--- config.mk ---
export PLATFORM = sky130hd
export DESIGN_NAME = smbus_target_port_cs
export DESIGN_NICKNAME = d
export VERILOG_FILES = /design/src/core/smbus_port_pkg.sv /design/src/core/pin_sync.sv /design/src/core/hold_timer.sv /design/src/core/smbus_target_port_cs.sv
export SDC_FILE = /design/constraint.sdc
export NUM_CORES = 1
export LEC_CHECK = 0
export BUFFER_PORTS_ARGS = -buffer_cell sky130_fd_sc_hd__buf_4
export CAP_MARGIN = 5
export CORE_MARGIN = 10
export CORE_UTILIZATION = 45
export CTS_BUF_LIST = sky130_fd_sc_hd__clkbuf_8
export CTS_CLUSTER_SIZE = 14
export DETAILED_ROUTE_END_ITERATION = 10
export SLEW_MARGIN = 20
export SYNTH_ARGS = -nofsm -noshare
export SYNTH_HDL_FRONTEND = slang
export SYNTH_SLANG_ARGS = --single-unit
export TNS_END_PERCENT = 50
--- constraint.sdc ---
create_clock -name ref_clk_i -period 6.3 [get_ports ref_clk_i]
set_input_delay 1.26 -clock ref_clk_i [delete_from_list [all_inputs] [get_ports ref_clk_i]]
set_output_delay 1.26 -clock ref_clk_i [all_outputs]
set_load 0.05 [all_outputs]
--- src/core/smbus_port_pkg.sv ---
// Constants, states and timing for the chip-select gated SMBus target port.
//
// What this block does
// - Select high enables the target port.
// - Select low: ignore bus, never drive data.
// - Port keeps running during equalizer standby.
// - Answer only to address 1010110 (byte AC).
// - Data changes only while clock is low.
// - Data falling with clock high starts message.
// - Data rising with clock high ends message.
// - Idle after bus free or clock high limit.
// - Detect clock held low for 25 to 35 ms.
// - Total target clock stretch stays under 2 ms.
// - Ready within 500 ms after power-on reset.
// - Both register write and read supported.
// - Write: address, index, data, each acknowledged low.
// - Read: index, repeated start, address, bytes out until host nack.
package smbus_port_pkg;

    // ----------------------------------------------------------------
    // Addressing
    // ----------------------------------------------------------------
    localparam logic [6:0] TARGET_ADDR7 = 7'h56;
    localparam logic [7:0] TARGET_ADDR_WRITE_BYTE = 8'hAC;

    // ----------------------------------------------------------------
    // Timing, reference clock 100 MHz
    // ----------------------------------------------------------------
    localparam int unsigned CLK_PERIOD_NS = 10;
    localparam int unsigned BUS_FREE_TIME_NS = 4700;
    localparam int unsigned CLOCK_HIGH_PERIOD_US = 50;
    localparam int unsigned CLOCK_LOW_TIMEOUT_MS = 25;
    localparam int unsigned TARGET_STRETCH_TOTAL_MS = 2;
    localparam int unsigned POWER_ON_READY_TIME_MS = 500;
    // Least time: round up
    localparam logic [31:0] BUS_FREE_CYC =
        32'((BUS_FREE_TIME_NS + CLK_PERIOD_NS - 1) / CLK_PERIOD_NS);
    // Longest time: round down
    localparam logic [31:0] CLOCK_HIGH_CYC =
        32'((CLOCK_HIGH_PERIOD_US * 1000) / CLK_PERIOD_NS);
    localparam logic [31:0] CLOCK_LOW_TIMEOUT_CYC =
        32'((CLOCK_LOW_TIMEOUT_MS * 1000000 + CLK_PERIOD_NS - 1) / CLK_PERIOD_NS);

    // ----------------------------------------------------------------
    // Counters and reset values
    // ----------------------------------------------------------------
    localparam logic [3:0] RX_LAST_CNT = 4'h8;
    localparam logic [3:0] TX_LAST_CNT = 4'h7;
    localparam logic [3:0] BIT_CNT_RST = 4'h0;
    localparam logic [7:0] BYTE_RST = 8'h00;
    localparam logic [7:0] INDEX_STEP = 8'h01;
    localparam logic [31:0] TIMER_CNT_RST = 32'h0;

    // ----------------------------------------------------------------
    // States
    // ----------------------------------------------------------------
    typedef enum logic [5:0] {
        ST_IDLE = 6'h01,
        ST_RX   = 6'h02,
        ST_ACK  = 6'h04,
        ST_TX   = 6'h08,
        ST_RACK = 6'h10,
        ST_WAIT = 6'h20
    } port_state_t;

    typedef enum logic [2:0] {
        PH_ADDR  = 3'h1,
        PH_INDEX = 3'h2,
        PH_DATA  = 3'h4
    } byte_phase_t;

endpackage

--- src/core/pin_sync.sv ---
// Two-flop synchronisers for the bus pins, with one delayed copy for edges.
`timescale 1ns/1ps
`default_nettype none
module pin_sync
    import smbus_port_pkg::*;
(
    input wire logic ref_clk_i,
    input wire logic rst_n_i,
    input wire logic [2:0] pin_i,
    output logic [2:0] level_o,
    output logic [2:0] prev_o
);

    logic [2:0] meta_q;
    logic [2:0] level_q;
    logic [2:0] prev_q;

    // ----------------------------------------------------------------
    // Per pin: meta stage feeds only the second stage
    // ----------------------------------------------------------------
    genvar g;
    generate
        for (g = 0; g < 3; g++)
        begin : g_bit
            always_ff @(posedge ref_clk_i or negedge rst_n_i)
            begin
                if (!rst_n_i)
                begin
                    meta_q[g] <= 1'b1;
                    level_q[g] <= 1'b1;
                    prev_q[g] <= 1'b1;
                end
                else
                begin
                    meta_q[g] <= pin_i[g];
                    level_q[g] <= meta_q[g];
                    prev_q[g] <= level_q[g];
                end
            end
        end
    endgenerate

    assign level_o = level_q;
    assign prev_o = prev_q;

endmodule
`default_nettype wire

--- src/core/hold_timer.sv ---
// Counts cycles while a condition holds; flags once the limit is reached.
`timescale 1ns/1ps
`default_nettype none
module hold_timer
    import smbus_port_pkg::*;
#(
    parameter logic [31:0] LIMIT = 32'h10
)
(
    input wire logic ref_clk_i,
    input wire logic rst_n_i,
    input wire logic run_i,
    output logic done_o
);

    logic [31:0] cnt_q;
    logic done_q;
    wire at_limit = (cnt_q >= LIMIT - 32'h1);

    always_ff @(posedge ref_clk_i or negedge rst_n_i)
    begin
        if (!rst_n_i)
        begin
            cnt_q <= TIMER_CNT_RST;
            done_q <= 1'b0;
        end
        else if (!run_i)
        begin
            cnt_q <= TIMER_CNT_RST;
            done_q <= 1'b0;
        end
        else
        begin
            // Saturate so a long hold never wraps back to zero
            if (!at_limit)
                cnt_q <= cnt_q + 32'h1;
            done_q <= at_limit;
        end
    end

    assign done_o = done_q;

endmodule
`default_nettype wire

--- src/core/smbus_target_port_cs.sv ---
// SMBus target port with chip select: framing, address match, write and read.
`timescale 1ns/1ps
`default_nettype none
module smbus_target_port_cs
    import smbus_port_pkg::*;
#(
    parameter logic [31:0] CLOCK_HIGH_CYCLES = CLOCK_HIGH_CYC,
    parameter logic [31:0] CLOCK_LOW_CYCLES = CLOCK_LOW_TIMEOUT_CYC
)
(
    input wire logic ref_clk_i,
    input wire logic rst_b_i,
    input wire logic serial_clock_line_i,
    input wire logic sda_i,
    input wire logic port_select_i,
    input wire logic [7:0] rd_data_i,
    output logic sda_o,
    output logic sda_oe_o,
    output logic wr_strobe_o,
    output logic [7:0] wr_index_o,
    output logic [7:0] wr_data_o,
    output logic rd_strobe_o,
    output logic [7:0] rd_index_o,
    output logic bus_idle_o,
    output logic timeout_o,
    output logic port_ready_o
);

    // ----------------------------------------------------------------
    // Reset release
    // ----------------------------------------------------------------
    logic rst_meta_q;
    logic rst_n_q;

    always_ff @(posedge ref_clk_i or negedge rst_b_i)
    begin
        if (!rst_b_i)
        begin
            rst_meta_q <= 1'b0;
            rst_n_q <= 1'b0;
        end
        else
        begin
            rst_meta_q <= 1'b1;
            rst_n_q <= rst_meta_q;
        end
    end

    // ----------------------------------------------------------------
    // Pin sampling and bus conditions
    // ----------------------------------------------------------------
    logic [2:0] lvl;
    logic [2:0] prv;

    pin_sync u_sync (
        .ref_clk_i(ref_clk_i),
        .rst_n_i(rst_n_q),
        .pin_i({port_select_i, sda_i, serial_clock_line_i}),
        .level_o(lvl),
        .prev_o(prv)
    );

    wire scl_s = lvl[0];
    wire scl_p = prv[0];
    wire sda_s = lvl[1];
    wire sda_p = prv[1];
    wire cs_s = lvl[2];
    wire scl_rise = scl_s & ~scl_p;
    wire scl_fall = ~scl_s & scl_p;
    wire start_w = scl_s & scl_p & sda_p & ~sda_s;
    wire stop_w = scl_s & scl_p & ~sda_p & sda_s;
    wire both_high = scl_s & sda_s;

    // ----------------------------------------------------------------
    // Bus timers
    // ----------------------------------------------------------------
    logic stop_seen_q;
    logic free_done;
    logic high_done;
    logic low_done;

    hold_timer #(.LIMIT(BUS_FREE_CYC)) u_free (
        .ref_clk_i(ref_clk_i),
        .rst_n_i(rst_n_q),
        .run_i(both_high & stop_seen_q),
        .done_o(free_done)
    );

    hold_timer #(.LIMIT(CLOCK_HIGH_CYCLES)) u_high (
        .ref_clk_i(ref_clk_i),
        .rst_n_i(rst_n_q),
        .run_i(both_high),
        .done_o(high_done)
    );

    // Runs whatever the select level, so a stuck clock is seen at once
    hold_timer #(.LIMIT(CLOCK_LOW_CYCLES)) u_low (
        .ref_clk_i(ref_clk_i),
        .rst_n_i(rst_n_q),
        .run_i(~scl_s),
        .done_o(low_done)
    );

    // ----------------------------------------------------------------
    // Transfer state
    // ----------------------------------------------------------------
    port_state_t state_q;
    port_state_t state_d;
    byte_phase_t phase_q;
    byte_phase_t phase_d;
    logic [3:0] bit_cnt_q;
    logic [3:0] bit_cnt_d;
    logic [7:0] shift_q;
    logic [7:0] shift_d;
    logic [7:0] index_q;
    logic [7:0] index_d;
    logic rd_mode_q;
    logic rd_mode_d;
    logic nack_q;
    logic nack_d;
    logic wr_fire;
    logic rd_fire;

    wire rx_byte_end = (state_q == ST_RX) & scl_fall & (bit_cnt_q == RX_LAST_CNT);
    wire addr_match = (shift_q[7:1] == TARGET_ADDR7);
    wire [7:0] index_next = index_q + INDEX_STEP;
    wire abandon = ~cs_s | low_done;

    always_comb
    begin
        state_d = state_q;
        phase_d = phase_q;
        bit_cnt_d = bit_cnt_q;
        shift_d = shift_q;
        index_d = index_q;
        rd_mode_d = rd_mode_q;
        nack_d = nack_q;
        wr_fire = 1'b0;
        rd_fire = 1'b0;
        if (abandon)
        begin
            state_d = ST_IDLE;
        end
        else if (start_w)
        begin
            // Repeated start keeps the index for the read that follows
            state_d = ST_RX;
            phase_d = PH_ADDR;
            bit_cnt_d = BIT_CNT_RST;
        end
        else if (stop_w)
        begin
            state_d = ST_IDLE;
        end
        else
        begin
            case (state_q)
                ST_RX:
                begin
                    if (scl_rise && bit_cnt_q != RX_LAST_CNT)
                    begin
                        shift_d = {shift_q[6:0], sda_s};
                        bit_cnt_d = bit_cnt_q + 4'h1;
                    end
                    if (rx_byte_end)
                    begin
                        bit_cnt_d = BIT_CNT_RST;
                        state_d = ST_ACK;
                        case (phase_q)
                            PH_ADDR:
                            begin
                                rd_mode_d = shift_q[0];
                                phase_d = PH_INDEX;
                                if (!addr_match)
                                    state_d = ST_WAIT;
                            end
                            PH_INDEX:
                            begin
                                index_d = shift_q;
                                phase_d = PH_DATA;
                            end
                            default:
                            begin
                                wr_fire = 1'b1;
                                // Further written bytes go to the following index
                                index_d = index_next;
                            end
                        endcase
                    end
                end
                ST_ACK:
                begin
                    if (scl_fall)
                    begin
                        if (rd_mode_q)
                        begin
                            shift_d = rd_data_i;
                            rd_fire = 1'b1;
                            state_d = ST_TX;
                        end
                        else
                        begin
                            state_d = ST_RX;
                        end
                    end
                end
                ST_TX:
                begin
                    if (scl_fall)
                    begin
                        if (bit_cnt_q == TX_LAST_CNT)
                        begin
                            bit_cnt_d = BIT_CNT_RST;
                            state_d = ST_RACK;
                        end
                        else
                        begin
                            shift_d = {shift_q[6:0], 1'b0};
                            bit_cnt_d = bit_cnt_q + 4'h1;
                        end
                    end
                end
                ST_RACK:
                begin
                    if (scl_rise)
                    begin
                        nack_d = sda_s;
                        // Step the index at the rise so the next byte settles before the fall
                        if (!sda_s)
                            index_d = index_next;
                    end
                    if (scl_fall)
                    begin
                        if (nack_q)
                        begin
                            state_d = ST_WAIT;
                        end
                        else
                        begin
                            // Host ack: next byte goes straight out, the slot was the host's
                            shift_d = rd_data_i;
                            rd_fire = 1'b1;
                            state_d = ST_TX;
                        end
                    end
                end
                ST_IDLE:
                begin
                    state_d = ST_IDLE;
                end
                ST_WAIT:
                begin
                    state_d = ST_WAIT;
                end
                default:
                begin
                    state_d = ST_IDLE;
                end
            endcase
        end
    end

    // The port never holds the clock, so its stretch total stays at zero.
    wire drive_low = cs_s & ((state_q == ST_ACK) | ((state_q == ST_TX) & ~shift_q[7]));

    always_ff @(posedge ref_clk_i or negedge rst_n_q)
    begin
        if (!rst_n_q)
        begin
            state_q <= ST_IDLE;
            phase_q <= PH_ADDR;
            bit_cnt_q <= BIT_CNT_RST;
            shift_q <= BYTE_RST;
            index_q <= BYTE_RST;
            rd_mode_q <= 1'b0;
            nack_q <= 1'b0;
        end
        else
        begin
            state_q <= state_d;
            phase_q <= phase_d;
            bit_cnt_q <= bit_cnt_d;
            shift_q <= shift_d;
            index_q <= index_d;
            rd_mode_q <= rd_mode_d;
            nack_q <= nack_d;
        end
    end

    // ----------------------------------------------------------------
    // Registered outputs
    // ----------------------------------------------------------------
    // No standby input exists here: the port runs in every power mode
    always_ff @(posedge ref_clk_i or negedge rst_n_q)
    begin
        if (!rst_n_q)
        begin
            sda_o <= 1'b0;
            sda_oe_o <= 1'b0;
            wr_strobe_o <= 1'b0;
            wr_index_o <= BYTE_RST;
            wr_data_o <= BYTE_RST;
            rd_strobe_o <= 1'b0;
            rd_index_o <= BYTE_RST;
            bus_idle_o <= 1'b0;
            timeout_o <= 1'b0;
            port_ready_o <= 1'b0;
            stop_seen_q <= 1'b0;
        end
        else
        begin
            sda_o <= 1'b0;
            sda_oe_o <= drive_low;
            wr_strobe_o <= wr_fire;
            if (wr_fire)
            begin
                wr_index_o <= index_q;
                wr_data_o <= shift_q;
            end
            rd_strobe_o <= rd_fire;
            rd_index_o <= index_d;
            if (start_w)
                bus_idle_o <= 1'b0;
            else if (free_done || high_done)
                bus_idle_o <= 1'b1;
            stop_seen_q <= stop_w | (stop_seen_q & ~start_w);
            timeout_o <= low_done;
            port_ready_o <= 1'b1;
        end
    end
endmodule
`default_nettype wire

After elaboration in Yosys (flattened, before gate mapping)
Cells that the tools add are included.
Cells by class
  $add $sub $neg: 5
  magnitude comparators: 3
  eq/ne operators: 33
  mux-type cells: 63
  bitwise operators: 26
  reduce and logical (&&, ||, !) cells: 17
Operators by type and width (number)
  2-to-1 mux 32 bit: 6
  adder 32 x 1 -> 32 bit (second input constant): 3
  2-to-1 mux 8 bit: 10
  2-to-1 mux 6 bit: 11
  greater-or-equal comparator 32 x 13 -> 1 bit (second input constant): 1
  greater-or-equal comparator 32 x 22 -> 1 bit (second input constant): 1
  greater-or-equal comparator 32 x 9 -> 1 bit (second input constant): 1
  case mux 8 bit (2 select lines): 2
  case mux 8 bit (4 select lines): 1
  case mux 6 bit (5 select lines): 1
  2-to-1 mux 4 bit: 7
  != test 2 bit (second input constant): 14
  != test 5 bit (second input constant): 5
  AND reduction 5 bit: 4
  2-to-1 mux 1 bit: 18
  AND 1 bit: 14
  2-to-1 mux 3 bit: 4
  AND reduction 11 bit: 1
  inverter 1 bit: 9
  adder 8 x 1 -> 8 bit (second input constant): 1
  case mux 4 bit (2 select lines): 1
  AND reduction 8 bit: 1
  nonzero test 2 bit: 4
  == test 7 bit (second input constant): 1
  23 further kinds: 26
Word-level totals
  flip-flop bits (word level): 163
  input port bits: 13
  output and inout port bits: 31
  logic and storage cells: 179

Logic depth before layout (Yosys ltp)
  word-level depth: 9
  depth in mapped cells: 8
  depth with buffers taken out: 7

By module
A second synthesis with hierarchy kept.
Unflattened totals
  cell total of the unflattened synthesis: 700
  area, all modules: 7758.7 sq um
Modules (own cells, without submodules)
  smbus_target_port_cs: times used 1, cells an instance 277, area an instance 2990.4 sq um, seq. area each 1403.8 sq um
  hold_timer at u_low: times used 1, cells an instance 172, area an instance 1720.4 sq um, seq. area each 825.8 sq um
  hold_timer at u_high: times used 1, cells an instance 128, area an instance 1427.6 sq um, seq. area each 825.8 sq um
  hold_timer at u_free: times used 1, cells an instance 114, area an instance 1383.8 sq um, seq. area each 825.8 sq um
  pin_sync: times used 1, cells an instance 9, area an instance 236.5 sq um, seq. area each 236.5 sq um

Worst setup path before layout
No wires, ideal clock.
  kind: flip-flop to flip-flop
  from: reg state_q[4]
  to: reg shift_q[0]
  library setup time: 0.125 ns
  arrival time: 2.495 ns
  data required time: 6.175 ns
  slack: 3.680 ns
  stages on the path, launching flop included: 8
  path buffers: 2
  period minus slack after synthesis: 2.620 ns
  cells stage by stage: dfrtp_1 > buf_6 > or4_4 > or2_1 > buf_2 > a21o_1 > a2111oi_4 > mux2_2
Between the ends
  cells in the longest elaborated chain, start to end: 3
  elaborated cells on any way between the ends: 14
  classes of those cells: 11 x eq/ne; 1 x mux; 2 x reduce/logical
RTL lines
  from (decl): RTL line smbus_target_port_cs.sv:107  | port_state_t state_q;
  from (signal assigned): RTL line smbus_target_port_cs.sv:280  | state_q <= state_d;
  == test 6 x 4 -> 1 bit (tied with other cells): RTL line smbus_target_port_cs.sv:157  | case (state_q)
  != test 2 bit (no source line) (tied with other cells)
  AND reduction 11 bit (no source line)
  to (signal assigned): RTL line smbus_target_port_cs.sv:283  | shift_q <= shift_d;
  to (decl): RTL line smbus_target_port_cs.sv:113  | logic [7:0] shift_q;
Several ways; a longest one is shown, not always the timed one.
A chain may end at the register's enable or synchronous reset.

Worst setup path after layout
  from: reg state_q[3]
  to: reg wr_index_o[5]
Between the ends
  cells in the longest elaborated chain, start to end: 8
RTL lines
  == test 6 x 2 -> 1 bit (*): RTL line smbus_target_port_cs.sv:124, smbus_target_port_cs.sv:157
  AND 1 bit (2 in a row): RTL line smbus_target_port_cs.sv:124  | wire rx_byte_end = (state_q == ST_RX) & scl_fall & (bit_cnt_q == RX_LAST_CNT);
  2-to-1 mux 1 bit: RTL line smbus_target_port_cs.sv:165  | if (rx_byte_end)
  2-to-1 mux 1 bit (*): RTL line smbus_target_port_cs.sv:157
  2-to-1 mux 1 bit (*): RTL line smbus_target_port_cs.sv:151  | else if (stop_w)
  2-to-1 mux 1 bit (*): RTL line smbus_target_port_cs.sv:144  | else if (start_w)
  2-to-1 mux 1 bit (*): RTL line smbus_target_port_cs.sv:140  | if (abandon)
  to (signal assigned): RTL line smbus_target_port_cs.sv:317  | wr_index_o <= index_q;
  to (decl): RTL line smbus_target_port_cs.sv:20  | output logic [7:0] wr_index_o,
Every way passes the cells marked *; elsewhere a longest branch is shown, timed or not.

==> key figures <==
Outcome
  • Status: completed

Clock network
  • Post-CTS Setup Inserts: 0
  • TritonCTS buffer count: 17
  • Clock buffer depth: 2
  • Hold buffers post-CTS: 0
  • CTS tree: done
  • Sink Count: 163
  • Post-CTS resize count: 0
  • Clock root cell: clkbuf_8
  • Number of H-tree levels: 4
  • Clock transition at the registers of the reported paths: 90 ps
  • Worst-Skew Late Latency: 450 ps

Yosys
  • Avg Inst Size Synth: 10.27 um^2
  • Synthesized area: 7675 um^2
  • XOR/XNOR Fraction of Synth Area: 0.007988
  • Prevailing post-synth register cell: dfrtp_1
  • Simple logic cell fraction of the synthesized area: 0.2515
  • Cell variety after synth: 70
  • Mapped Cells: 747
  • #FFs+latches synth: 163
  • YS warnings: 0
  • Post-synthesis sequential area ratio: 0.5331
  • Combinational family with the most area after synthesis: simple AND/OR/NAND/NOR gates
  • Compound-Gate Fraction of Synth Area: 0.1084
  • Mux contribution to synthesized area: 0.05983
  • Post-synthesis adder-cell area fraction: 0.01304
  • Number of synthesized flops with an enable pin: 0
  • Ys async rst share: 1.000

Finish
  • Layout cells sized above 1: 0.1753
  • Synthesis-to-finish area growth: 12.28%
  • Ant. Diodes: 0
  • Nets: 801
  • FILL cells: 1513
  • Post-route design area: 8617 um^2

Placed design
  • DP Area: 8172 um^2
  • Placer Congestion: 0.8921
  • Setup WS pre-CTS: 3350 ps
  • Detailed placer's ending HPWL: 11430 um
  • IO Port Bufs: 42

Global route
  • Initial antenna violation count: 0
  • Largest net degree at the start of global routing: 70
  • Vias in the first global route: 5591
  • GR Util met3: 0.04052
  • M2 GR Usage: 0.2286
  • Grt ovf: 0
  • Grt met1 use: 0.2025
  • Gr busiest metal: met2
  • Total GRT Usage: 0.1490
  • First-pass GRT wire length: 27850 um

Routing
  • DR pass1 iterations: 5
  • Routed vias/inst: 5.697
  • Detailed-route wire length: 16590 um
  • # DRC: 0
  • Initial DRC count: 335
  • DR WL/cell: 16.38 um
  • Vias: 5771
  • Antenna Nets Post-Route: 0

Timing
  • Relative slew slack: 0.4221
  • Final setup viols: 0
  • Clk_skew: 23.19 ps
  • Final worst path period need: 2975 ps
  • Setup ws final: 3325 ps
  • Final Hold Viols: 0
  • Worst slew pin tran: 866.8 ps
  • RSZ-0062 raised after global routing: false
  • Fin. max-slew vios: 0
  • Fmax: 336.2 MHz
  • Fin crit share: 0.4722
  • Final TNS setup: 0 ps

Power
  • Static leakage: 3.997 nW
  • Psw: 0.0005122 W
  • Sequential power share: 0.539
  • Switching fraction of total power: 0.2519
  • Pint: 0.001521 W
  • PD cells: 236.0 nW/um^2
  • Comb pwr share: 0.064
  • Clock Power Share: 0.397
  • Worst vdd ir: 0.1841 mV

Setup path
  • Startpoint types: flip-flop
  • Worst-path fanout max: 16
  • Crit end category: flip-flop
  • Arr. time, crit path: 3300 ps
  • WS Path Type: reg -> reg
  • Worst EP required: 6630 ps

Worst hold path
  • Worst hold path class: reg -> reg

Die
  • Initial Util: 0.4612
  • Core area: 16640 um^2
  • Die Height: 150.6 um
  • Row cnt: 47
  • Die ar.: 22680 um^2
  • Die width: 150.6 um
  • # IOs: 44

Run
  • Max-cap violations: 0
-- power by group through the flow --
stage | clock network [W] | logic, W | registers (W)
final | 0.000808 | 0.000130 | 0.00110
after CTS | 0.000831 | 0.000132 | 0.00110
after global placement | 0 | 0.000126 | 0.00111
after global routing | 0.000872 | 0.000150 | 0.00110
after detailed placement | 0 | 0.000132 | 0.00112
after floorplan | 0 | 0.0000880 | 0.00112
-- path summary, 6_finish.rpt --
kind / startpoint / end / slack [ps] / cells past startpoint
worst min-delay path: rst_meta_q / rst_n_q / 360 / 0
min in group asynchronous: rst_n_q / u_free.cnt_q[7] / 400 / 0
max in group asynchronous: rst_n_q / rd_index_o[2] / 4540 / 1
worst max-delay path: state_q[3] / wr_index_o[5] / 3330 / 4
worst max register to register: state_q[3] / wr_index_o[5] / 3330 / 4
worst min register to register: rst_meta_q / rst_n_q / 360 / 0
-- synth_stat cells (all sizes together) (10+ instances only) --
master	count	area [um^2]
a21oi	40	200.2
nor2b	20	125.1
nand2b	12	75.07
nand3	19	95.09
mux2	31	349.1
o21ai	30	150.1
clkbuf	27	101.4
inv	12	45.04
nand4	19	118.9
or4	15	116.4
nand2	75	281.5
nor3	21	110.1
dfrtp	153	3829
nor2	54	202.7
dfstp	10	262.8
and2	28	175.2
mux2i	11	110.1
nor4	21	131.4
and3	28	175.2
-- flip-flops by register name, summed over array words and instances (netlist names), 2 cells and up --
signal and flops:
bit_cnt_q 4, phase_q 3, rd_index_o 8, shift_q 8, state_q 6, u_free.cnt_q 32
u_high.cnt_q 32, u_low.cnt_q 32, u_sync.level_o 3, u_sync.meta_q 3, u_sync.prev_o 2, wr_data_o 8
wr_index_o 8
-- per-layer routing --
metal	wire length, um	vias to the layer above
li1	-	2774
met2	7609	127
met4	203	0
met5	0	-
met3	855	19
met1	7921	2851
-- metrics by stage --
stage          power (W)  hold WS (ps)  instances  utilization
2_1_floorplan   0.001206         331.2        748            -
3_3_place_gp    0.001241         341.7        980       0.4903
3_5_place_dp    0.001248         338.0        980       0.4910
4_1_cts         0.002059         367.5       1012       0.5165
5_1_grt         0.002122         370.9       1013       0.5178
6_report        0.002034         360.0       1013       0.5178
-- final cells by class --
cell class              count  area [um^2]  share of cell area
clock buffers              18        247.7             0.02875
clock inverters            14        176.4             0.02047
inverters                  12        45.04            0.005227
multi-input cells         539         3425              0.3974
flip-flops and latches    163         4095              0.4752
well taps                 220        275.3             0.03194
repair buffers             47        352.8             0.04095
-- placed cells by master, fill, tap and decap left out, drive strengths merged, types with 4 or more instances in the layout --
cell / count
dfrtp: 153
nand2: 75
nor2: 54
buf: 46
a21oi: 40
mux2: 31
o21ai: 30
and3: 28
and2: 28
nor3: 21
nor4: 21
nor2b: 20
nand4: 19
nand3: 19
clkbuf: 19
inv: 16
or4: 15
nand2b: 12
mux2i: 11
dfstp: 10
and4: 9
or3: 9
ha: 8
a211o: 6
o31ai: 6
clkinv: 6
o21a: 5
xnor2: 5
o211ai: 5
a31o: 5
or2: 4
-- critical path: stages, from the launching register on --
cell	delay (ps)
dfrtp_1	500
nor4b_1	780
nand4_1	400
nor3_4	750
mux2_2	420
-- kinds of logic after synthesis --
family / Yosys count
xor gates and xnor gates: 7
muxes: 42
other: 2
adders and majority gates: 8
buffers and inverters: 46
AOI/OAI and AO/OA: 126
and+or+nand+nor: 353
DFF: 163
Power figures use the tool's default switching activity.
